--- src/shared/dwc_map.svh ---
// Register addresses, field positions and reset values for the debug watch unit
`ifndef DWC_MAP_SVH
`define DWC_MAP_SVH

// Register addresses on the scan chain (5-bit)
`define DWC_ADDR_DBG_CTRL   5'h00
`define DWC_ADDR_DBG_STAT   5'h01
`define DWC_ADDR_VEC_TRAP   5'h02
`define DWC_ADDR_WP0_AV     5'h08
`define DWC_ADDR_WP0_AM     5'h09
`define DWC_ADDR_WP0_DV     5'h0A
`define DWC_ADDR_WP0_DM     5'h0B
`define DWC_ADDR_WP0_CV     5'h0C
`define DWC_ADDR_WP0_CM     5'h0D
`define DWC_ADDR_WP1_AV     5'h10
`define DWC_ADDR_WP1_AM     5'h11
`define DWC_ADDR_WP1_DV     5'h12
`define DWC_ADDR_WP1_DM     5'h13
`define DWC_ADDR_WP1_CV     5'h14
`define DWC_ADDR_WP1_CM     5'h15

// Watchpoint control field positions
`define DWC_CTL_ENABLE      8
`define DWC_CTL_RANGE       7
`define DWC_CTL_CHAIN       6
`define DWC_CTL_EXTERN      5
`define DWC_CTL_NTRANS      4
`define DWC_CTL_DATASEL     3
`define DWC_CTL_ISTATE      1

// Debug control field positions
`define DWC_DC_STEP         3
`define DWC_DC_INTOFF       2
`define DWC_DC_REQ          1
`define DWC_DC_ACK          0

// Debug status field positions
`define DWC_DS_ISTATE       4
`define DWC_DS_SYSDONE      3
`define DWC_DS_INTEN        2
`define DWC_DS_REQ          1
`define DWC_DS_ACK          0

// Vector trap bits: exception codes 0..7 map onto bits 0..7
`define DWC_VT_RESERVED     5

// Reset values
`define DWC_RST_ZERO32      32'h0000_0000

`endif

--- src/shared/dwc_pkg.sv ---
// Types shared by the debug watch unit
`default_nettype none
package dwc_pkg;

	// Core instruction-side bus as seen by the comparators
	typedef struct packed {
		logic [31:0] addr;
		logic [31:0] data;
		logic        notTranslate;
		logic        compressed;
	} dwc_ibus_t;

	// Core data-side bus
	typedef struct packed {
		logic [31:0] addr;
		logic [31:0] data;
		logic        notTranslate;
		logic [1:0]  size;
		logic        notReadWrite;
	} dwc_dbus_t;

	// Scan access carried to the register file
	typedef struct packed {
		logic        strobe;
		logic        write;
		logic [4:0]  addr;
		logic [31:0] data;
	} dwc_scan_t;

	// Exception-entry fetch marker from the core
	typedef struct packed {
		logic       valid;
		logic [2:0] vector;
	} dwc_vecfetch_t;

endpackage : dwc_pkg
`default_nettype wire

--- src/rtl/dwc_debug_regs.sv ---
// Debug watch unit: control, status, vector trap and two watchpoints
`timescale 1ns/100ps
`default_nettype none
`include "dwc_map.svh"

// Operation
// Control bit 3 low compares instruction address, data and control buses.
// Debugger sets control mask bits 1:0 for instruction comparison.
// Control bit 8 gates the breakpoint output; it has no mask.
// Watchpoint 0 range input takes watchpoint 1 address comparator.
// Watchpoint 1 chain latch: enabled by address/control, loads data match.
// Chain latch clears on control value write and on reset.
// Control bit 5 compares each watchpoint's own external condition input.
// Control bit 4 compares instruction not-translate: 0 user, 1 privileged.
// Control bit 1 compares compressed state: 1 compressed, 0 normal.
// Debug control: step, interrupt disable, request, acknowledge bits.
// Status: scan write bit high writes, low reads five status bits.
// Status bit 4 shows the core's compressed state.
// Status bit 3 shows synchronised system access complete flag.
// Status bit 2 interrupt enable derives from synchronised acknowledge.
// Status bits 1:0 show synchronised request and acknowledge.
// Vector trap: fast irq7 irq6 res5 dabort4 pabort3 soft irq2 undef1 reset0.
// Mask bit one ignores the matching value bit; the code never applies control mask bit 3.
// Enabled vector trap forces debug entry on exception vector fetch.
// Single step: leave debug, run one instruction, re-enter debug.
// Match needs every unmasked address, data and control bit equal.
// Registers and chain latch clear while reset is held.
module dwc_debug_regs
(
	input  wire logic                 core_clk,
	input  wire logic                 reset,
	input  wire dwc_pkg::dwc_scan_t   scan,
	output logic [31:0]               scanReadData,
	input  wire dwc_pkg::dwc_ibus_t   ibus,
	input  wire dwc_pkg::dwc_dbus_t   dbus,
	input  wire dwc_pkg::dwc_vecfetch_t vecFetch,
	input  wire logic                 instrRetired,
	input  wire logic                 external_condition_wp0,
	input  wire logic                 external_condition_wp1,
	input  wire logic                 debug_acknowledge,
	input  wire logic                 debug_request_in,
	input  wire logic                 system_access_complete,
	input  wire logic                 compressed_state_flag,
	output logic                      debug_request,
	output logic                      interrupt_disable,
	output logic                      single_step,
	output logic                      breakpoint,
	output logic                      chain_latch_out
);

	typedef enum logic [1:0] {ST_IDLE, ST_RUN, ST_STOP} dwc_step_t;

	logic [3:0]  debugControl;
	logic [4:0]  statusOverride;
	logic        statusWritten;
	logic [7:0]  exceptionVectorTrap;
	logic [3:0]  syncA;
	logic [3:0]  syncB;
	logic        ackPrev;
	logic [4:0]  liveStatus;
	logic [4:0]  debugStatus;
	logic        wrStrobe;
	logic [31:0] wp0Read;
	logic [31:0] wp1Read;
	logic        wp0ReadHit;
	logic        wp1ReadHit;
	logic        wp0Hit;
	logic        wp1Hit;
	logic        wp1Addr;
	logic        wp1Ctl;
	logic        wp1Data;
	logic        wp1CtlWrite;
	logic        vectorHit;
	logic        stepHit;
	logic [31:0] localRead;
	logic [31:0] localData;
	logic        readSelWp0;
	logic        readSelWp1;
	dwc_step_t   stepState;
	dwc_step_t   next_stepState;

	// ------------------------------------------------------------
	// Watchpoints
	// ------------------------------------------------------------
	// Unit 1 address match drives range of unit 0
	// Chain latch output drives chain of unit 0
	dwc_watch_unit u_wp0
	(
		.core_clk          (core_clk),
		.reset             (reset),
		.scan              (scan),
		.baseAddr          (`DWC_ADDR_WP0_AV),
		.ibus              (ibus),
		.dbus              (dbus),
		.rangeIn           (wp1Addr),
		.chainIn           (chain_latch_out),
		.externalCondition (external_condition_wp0),
		.readData          (wp0Read),
		.readHit           (wp0ReadHit),
		.ctlWrite          (),
		.addrMatch         (),
		.ctlMatch          (),
		.dataMatch         (),
		.hit               (wp0Hit)
	);

	// Unit 1 has no partner; its range and chain inputs stay low
	dwc_watch_unit u_wp1
	(
		.core_clk          (core_clk),
		.reset             (reset),
		.scan              (scan),
		.baseAddr          (`DWC_ADDR_WP1_AV),
		.ibus              (ibus),
		.dbus              (dbus),
		.rangeIn           (1'b0),
		.chainIn           (1'b0),
		.externalCondition (external_condition_wp1),
		.readData          (wp1Read),
		.readHit           (wp1ReadHit),
		.ctlWrite          (wp1CtlWrite),
		.addrMatch         (wp1Addr),
		.ctlMatch          (wp1Ctl),
		.dataMatch         (wp1Data),
		.hit               (wp1Hit)
	);

	// Chain latch: cleared by reset or a control write, else loads on address or control match
	always_ff @(posedge core_clk)
	begin
		if (reset || wp1CtlWrite)
			chain_latch_out <= 1'b0;
		else if (wp1Addr || wp1Ctl)
			chain_latch_out <= wp1Data;
	end

	// ------------------------------------------------------------
	// Control, status and vector trap registers
	// ------------------------------------------------------------
	assign wrStrobe = scan.strobe && scan.write;

	// Scan writes; reserved vector bit stays zero
	always_ff @(posedge core_clk)
	begin
		if (reset)
		begin
			debugControl        <= 4'h0;
			exceptionVectorTrap <= 8'h00;
			statusOverride      <= 5'h00;
			statusWritten       <= 1'b0;
		end
		else if (wrStrobe)
		begin
			if (scan.addr == `DWC_ADDR_DBG_CTRL)
				debugControl <= scan.data[3:0];
			else if (scan.addr == `DWC_ADDR_DBG_STAT)
			begin
				statusOverride <= scan.data[4:0];
				statusWritten  <= 1'b1;
			end
			else if (scan.addr == `DWC_ADDR_VEC_TRAP)
				exceptionVectorTrap <= scan.data[7:0]
					& ~(8'h01 << `DWC_VT_RESERVED);
		end
	end

	// Two-flop synchronisers for core-side levels
	always_ff @(posedge core_clk)
	begin
		if (reset)
		begin
			syncA   <= 4'h0;
			syncB   <= 4'h0;
			ackPrev <= 1'b0;
		end
		else
		begin
			syncA   <= {compressed_state_flag, system_access_complete,
				debug_request_in, debug_acknowledge};
			syncB   <= syncA;
			ackPrev <= syncB[0];
		end
	end

	// Status composed from the second sync stage and the interrupt-disable control bit
	// Interrupts count as enabled unless in debug or disabled by control
	assign liveStatus = {syncB[3], syncB[2],
		~(syncB[0] | debugControl[`DWC_DC_INTOFF]), syncB[1], syncB[0]};
	// A written status holds until the next reset
	assign debugStatus = statusWritten ? statusOverride : liveStatus;

	// Local read mux, combinational; registered on read strobes below
	assign localRead =
		(scan.addr == `DWC_ADDR_DBG_CTRL) ? {28'h0000000, debugControl} :
		(scan.addr == `DWC_ADDR_DBG_STAT) ? {27'h0000000, debugStatus} :
		(scan.addr == `DWC_ADDR_VEC_TRAP) ? {24'h000000, exceptionVectorTrap} :
		32'h0000_0000;

	// Read strobe loads local word and which source answers
	always_ff @(posedge core_clk)
	begin
		if (reset)
		begin
			localData  <= `DWC_RST_ZERO32;
			readSelWp0 <= 1'b0;
			readSelWp1 <= 1'b0;
		end
		else if (scan.strobe && !scan.write)
		begin
			localData  <= localRead;
			readSelWp0 <= wp0ReadHit;
			readSelWp1 <= wp1ReadHit;
		end
	end

	// All sources are flops that change only on read strobes
	assign scanReadData = readSelWp0 ? wp0Read :
		readSelWp1 ? wp1Read : localData;

	// ------------------------------------------------------------
	// Single step and debug entry
	// ------------------------------------------------------------
	// Step armed in debug, runs one instruction after exit
	always_comb
	begin
		next_stepState = stepState;
		case (stepState)
			ST_IDLE: if (debugControl[`DWC_DC_STEP] && syncB[0])
				next_stepState = ST_RUN;
			ST_RUN: if (!debugControl[`DWC_DC_STEP])
				next_stepState = ST_IDLE;
			else if (!syncB[0] && instrRetired)
				next_stepState = ST_STOP;
			ST_STOP: if (syncB[0])
				next_stepState = ST_IDLE;
			default: next_stepState = ST_IDLE;
		endcase
	end

	always_ff @(posedge core_clk)
	begin
		if (reset)
			stepState <= ST_IDLE;
		else
			stepState <= next_stepState;
	end

	assign stepHit   = stepState == ST_STOP;
	// Only exception-entry fetches are trapped, not branches
	assign vectorHit = vecFetch.valid && exceptionVectorTrap[vecFetch.vector];
	assign single_step       = debugControl[`DWC_DC_STEP];
	assign interrupt_disable = debugControl[`DWC_DC_INTOFF];
	assign debug_request     = debugControl[`DWC_DC_REQ];
	assign breakpoint = wp0Hit || wp1Hit || vectorHit || stepHit;

	// Acknowledge control bit has no pin here; kept for readback only
	logic unusedReads;
	assign unusedReads = ackPrev ^ debugControl[`DWC_DC_ACK];

endmodule : dwc_debug_regs
`default_nettype wire

--- src/rtl/dwc_watch_unit.sv ---
// One watchpoint comparator unit with value and mask registers
`timescale 1ns/100ps
`default_nettype none
`include "dwc_map.svh"

module dwc_watch_unit
(
	input  wire logic              core_clk,
	input  wire logic              reset,
	input  wire dwc_pkg::dwc_scan_t scan,
	input  wire logic [4:0]        baseAddr,
	input  wire dwc_pkg::dwc_ibus_t ibus,
	input  wire dwc_pkg::dwc_dbus_t dbus,
	input  wire logic              rangeIn,
	input  wire logic              chainIn,
	input  wire logic              externalCondition,
	output logic [31:0]            readData,
	output logic                   readHit,
	output logic                   ctlWrite,
	output logic                   addrMatch,
	output logic                   ctlMatch,
	output logic                   dataMatch,
	output logic                   hit
);

	logic [31:0] addrValue;
	logic [31:0] addrMask;
	logic [31:0] dataValue;
	logic [31:0] dataMask;
	logic [8:0]  ctlValue;
	logic [7:0]  ctlMask;
	logic [4:0]  offs;
	logic        wrStrobe;
	logic        rdStrobe;
	logic        dataSide;
	logic [31:0] busAddr;
	logic [31:0] busData;
	logic [7:0]  busCtl;
	logic [7:0]  ctlDiff;

	// ------------------------------------------------------------
	// Register access
	// ------------------------------------------------------------
	assign offs     = scan.addr - baseAddr;
	assign wrStrobe = scan.strobe && scan.write;
	assign rdStrobe = scan.strobe && !scan.write && readHit;
	assign ctlWrite = wrStrobe && (offs == 5'h04);
	assign readHit  = scan.addr[4:3] == baseAddr[4:3] && offs < 5'h06;

	// Register writes; all clear on reset
	always_ff @(posedge core_clk)
	begin
		if (reset)
		begin
			addrValue <= `DWC_RST_ZERO32;
			addrMask  <= `DWC_RST_ZERO32;
			dataValue <= `DWC_RST_ZERO32;
			dataMask  <= `DWC_RST_ZERO32;
			ctlValue  <= 9'h000;
			ctlMask   <= 8'h00;
		end
		else if (wrStrobe)
		begin
			if (offs == 5'h00)
				addrValue <= scan.data;
			else if (offs == 5'h01)
				addrMask <= scan.data;
			else if (offs == 5'h02)
				dataValue <= scan.data;
			else if (offs == 5'h03)
				dataMask <= scan.data;
			else if (offs == 5'h04)
				ctlValue <= scan.data[8:0];
			else if (offs == 5'h05)
				ctlMask <= scan.data[7:0];
		end
	end

	// Read mux, registered; loads only on own reads so the word stands
	always_ff @(posedge core_clk)
	begin
		if (reset)
			readData <= `DWC_RST_ZERO32;
		else if (rdStrobe)
		begin
			if (offs == 5'h00)
				readData <= addrValue;
			else if (offs == 5'h01)
				readData <= addrMask;
			else if (offs == 5'h02)
				readData <= dataValue;
			else if (offs == 5'h03)
				readData <= dataMask;
			else if (offs == 5'h04)
				readData <= {23'h000000, ctlValue};
			else
				readData <= {24'h000000, ctlMask};
		end
	end

	// ------------------------------------------------------------
	// Comparison
	// ------------------------------------------------------------
	// Bit 3 low selects the instruction-side buses
	assign dataSide = ctlValue[`DWC_CTL_DATASEL];
	assign busAddr  = dataSide ? dbus.addr : ibus.addr;
	assign busData  = dataSide ? dbus.data : ibus.data;
	// Ctl bits 4 and 1 carry privilege and state fetch qualifiers
	assign busCtl   = dataSide
		? {rangeIn, chainIn, externalCondition, dbus.notTranslate,
			1'b1, dbus.size, dbus.notReadWrite}
		: {rangeIn, chainIn, externalCondition, ibus.notTranslate,
			1'b0, 1'b0, ibus.compressed, 1'b0};
	// Qualifiers 7..5 compare range, chain and external inputs
	// Bit 3 is never masked; mask 1 ignores a bit
	assign ctlDiff  = (busCtl ^ ctlValue[7:0])
		& ~(ctlMask & 8'hF7);
	assign addrMatch = ((busAddr ^ addrValue) & ~addrMask) == 32'h0;
	assign dataMatch = ((busData ^ dataValue) & ~dataMask) == 32'h0;
	assign ctlMatch  = ctlDiff == 8'h00;
	// Every unmasked field must agree; enable gates the output
	assign hit = addrMatch && dataMatch && ctlMatch
		&& ctlValue[`DWC_CTL_ENABLE];

endmodule : dwc_watch_unit
`default_nettype wire

--- config.mk ---
export PLATFORM = sky130hd
export DESIGN_NAME = dwc_debug_regs
export DESIGN_NICKNAME = d
export VERILOG_FILES = /design/src/shared/dwc_pkg.sv /design/src/rtl/dwc_debug_regs.sv /design/src/rtl/dwc_watch_unit.sv
export VERILOG_INCLUDE_DIRS = /design/src /design/src/shared
export SDC_FILE = /design/constraint.sdc
export NUM_CORES = 1
export LEC_CHECK = 0
export CAP_MARGIN = 20
export CORE_MARGIN = 5
export CORE_UTILIZATION = 64
export CTS_CLUSTER_DIAMETER = 200
export DETAILED_ROUTE_END_ITERATION = 16
export DONT_BUFFER_PORTS = 1
export PLACE_DENSITY = 0.77
export SLEW_MARGIN = 20
export SYNTH_ARGS = -nofsm -noshare
export SYNTH_HDL_FRONTEND = slang
export SYNTH_HIERARCHICAL = 1
export SYNTH_SLANG_ARGS = --single-unit
--- constraint.sdc ---
create_clock -name core_clk -period 4.6 [get_ports core_clk]
set_clock_uncertainty 0.2 [all_clocks]
set_input_delay 0.92 -clock core_clk [delete_from_list [all_inputs] [get_ports core_clk]]
set_output_delay 0.92 -clock core_clk [all_outputs]
set_load 0.01 [all_outputs]
==> results.md <==
- Pwr/cell area: about 340 nW/µm²
- Post-synth cell types: just over 70
- Crit path max fanout: 5
- Die W: 190 µm
- IO Port Bufs: 0
- CTS Buf Count: 42
- Cells after DPL: approximately 2.6k
- Relative slew slack: 23.0%
- Worst skew pair latency: about 0.55 ns
- Crit-path leading delay family: simple AND/OR/NAND/NOR gates
- Flop-to-flop setup slack: 1.45 ns
- CP max stage delay: 0.43 ns
- Max-slew violation count: 0
- Residual DRC count: 0
- Lkg Pwr: roughly 8 nW
- Crit Path Category: flop to output port
- Detailed Routing Iterations Pass 1: 7
- Min-delay src: syncA[1]
- Worst path required time: 3.48 ns
- Post-synth EDFFs: 0
- Synthesized cell area: slightly above 20000 µm²
- DPL Wire Length: roughly 53 mm
- Non-Filler Instances: about 2.7k
- Vias per cell: 7.02
- Tightest Hold Check Type: flop to flop
- Synth Area in Compound Gates: 14.0%
- Flops & latches, synth: between 300 and 400
- Clk sinks: about 400
- YS warnings: 6
- Most frequent cells in the layout: 389 x dfxtp_1, 309 x mux2i_1, 304 x nand2_1
- Slowest cell on crit path: dfxtp_4
- Clk slew on worst S/H paths: approximately 0.060 ns
- Area growth syn-to-layout: 11.0%
- Adder-cell share of the synthesized area: less than 1%
- Clk buf depth: 3
- Hold endpoint: syncB[1]
- Drt total wl: 78.8 mm
- Post-synth ARST share: 0%
- Routability congestion estimate from global placement: slightly above 1
- CTS tree: done
- Largest net degree at the start of global routing: between 300 and 400
- Global-route wire length before repair: 114 mm
- Max_cap viols: 0
- Area share of and/or/nand/nor cells after synthesis: between 10% and 20%
- GRT Resource Usage Total: 41.6%
- Initial DRC count: 2969
- Vias in the first global route: approximately 18k
- Htree depth: 2
- Reg2Reg Launch Point: u_wp1/ctlValue[3]
- Floorplan row count: between 60 and 70
- Worst-margin pin slew: approximately 1.2 ns
- Initial core utilization: ~65%
- Final setup TNS: -0.136 ns
- Final Cycle Share: 103%
- Mapped Avg Cell Area: between 9 and 10 µm²
- Max VDD drop: 0.000336 V
- CP endpoint kind: output port
- Post-CTS Hold Fix Bufs: 0
- Cells along the critical path: buf_12, buf_16, buf_4, mux2i_1, xor2_1, o22ai_1, nor4_1, buf_4, and4_1, and4_1, or3_4, a31o_4
- CP startpoint kind: flop
- GRT Residual Overflow: 0
- Antenna Violating Nets Remaining: 0
- Hold Path Stages: 1
- Antenna cells: 0
- XOR/XNOR share of the synthesized area: between 6 and 7%
- Crit path buf inv count: 4
- Main combinational cell family by area after synthesis: multiplexers
- Reg2reg end: chain_latch_out
- Synth area leader: dfxtp_1
- Fin. Hold Viols: 0
- Top post-synthesis cells by area: dfxtp_1 38%, mux2i_1 16%, xor2_1 5.8%
- Sequential-to-total area share from yosys stat: approximately 38%
- Fin Hold WS: ~0.24 ns
- Final net count: between 2k and 2.5k
- Failing checks: setup timing
- Chip height: around 190 µm
- Ys flop type: dfxtp_1
- Via count: between 15k and 20k
- Layout fillers: between 2k and 2.5k
- Initial antenna violation count: 0
- Final setup vio count: 1
- Status: complete, but fails checks
- Fmax: roughly 210 MHz
- Mux cell area share after synthesis: about a fifth
- Share of the synthesized area in the top cell type: about 38%
- Layout cells sized above 1: 12.0%
- Drt wl/cell: about 29 µm
- Clk root buf: clkbuf_16
- Commonest non-fill, non-tap cell in the layout: dfxtp_1
- Fin crit period: about 4.7 ns
- Die Area: 36000 µm²
- RSZ-0062 raised after global routing: true
- Final worst slack: -0.136 ns
- IO Count: between 200 and 250
- FF-to-FF path depth: 12
- Cells after synthesis: 2293
- Crit path DAT: around 3.6 ns
- Core outline area: around 32000 µm²
## flip-flops by register name, summed over array words and instances (netlist names), 32 cells and up
register / count
u_wp0/addrMask: 32
u_wp0/addrValue: 32
u_wp0/dataMask: 32
u_wp0/dataValue: 32
u_wp0/readData: 32
u_wp1/addrMask: 32
u_wp1/addrValue: 32
u_wp1/dataMask: 32
u_wp1/dataValue: 32
u_wp1/readData: 32
## worst max-delay path by stage
stage	depth (start not counted)	endpoint	slack, ns	from
floorplan	11	breakpoint	0.76	dbus[58]
global placement	12	breakpoint	0.006	dbus[62]
detailed placement	14	breakpoint	0.06	dbus[40]
CTS	14	breakpoint	-0.06	u_wp1/ctlValue[3]
global route	14	breakpoint	-0.10	u_wp1/ctlValue[3]
finish	12	breakpoint	-0.14	u_wp1/ctlValue[3]
## metal layers
layer	routed length, µm	up-vias	global-route usage [%]
met4	4870	0	19.9
met5	0	-	0
li1	-	8092	-
met1	29100	9075	55.2
met3	10800	355	11.9
met2	34100	1408	62.8
## cells in the mapped netlist, types with 4 or more instances
master,number
nor3_1,24
nand4_1,7
o211ai_1,9
o21ai_0,14
nand3_1,5
o21ai_1,7
nor3_4,5
a21oi_1,162
buf_6,9
nor4_4,6
xnor2_2,4
a211oi_1,39
buf_2,33
a22o_1,32
ha_1,8
clkbuf_1,109
xor2_1,138
mux4_2,24
a221oi_1,4
nor4_1,30
a31oi_1,9
dfxtp_1,391
nor4b_1,8
mux2_2,36
mux2i_1,328
nand2_1,304
o31ai_1,12
and4_1,10
buf_4,11
a22oi_1,49
or3_1,11
o22ai_1,78
a32o_1,4
nor2b_1,18
xnor2_1,10
inv_1,18
a21o_1,4
nor2_1,239
nand2b_1,32
## cells by family after synthesis
| kind of cell | Yosys count |
|---|---|
| AND/OR/NAND/NOR | 720 |
| AO/OA/AOI/OAI | 445 |
| other | 2 |
| adder cells (fa/ha/maj) | 10 |
| XOR/XNOR | 155 |
| multiplexers | 388 |
| flip-flops | 391 |
| buffers and inverters | 182 |
## what timing repair did
action                                  in CTS  in global routing
pin swaps                                    6                 10
buffers inserted                             3                 10
resized for setup                           19                 26
cloned                                       2                  4
endpoints found under the setup margin       1                  1
## report_power, final
part	internal, mW	switching, mW	total (mW)
logic	0.281	0.556	0.837
clock network	2.05	1.42	3.47
registers	3.42	0.0293	3.45
## final cells by class
| type | instances | area [µm²] | area share [%] |
|---|---|---|---|
| timing repair buffer | 78 | 818 | 3.57 |
| tap | 402 | 503 | 2.19 |
| sequential | 391 | 7840 | 34.1 |
| clock inverter | 12 | 160 | 0.698 |
| multi-input combinational | 1732 | 12300 | 53.7 |
| clock buffer | 63 | 1250 | 5.45 |
| inverter | 18 | 67.6 | 0.294 |
## stage by stage
step | power (mW) | setup slack [ns] | area (µm²) | util (%)
after floorplan | 4.12 | 0.756 | 20700 | -
after global placement | 4.29 | 0.00570 | 21000 | 66.3
after detailed placement | 4.30 | 0.0620 | 21000 | 66.3
after CTS | 7.70 | -0.0614 | 22600 | 71.3
after global routing | 7.94 | -0.100 | 22900 | 72.3
final | 7.75 | -0.136 | 22900 | 72.3
Note: power is estimated with default switching activity, not from simulation.
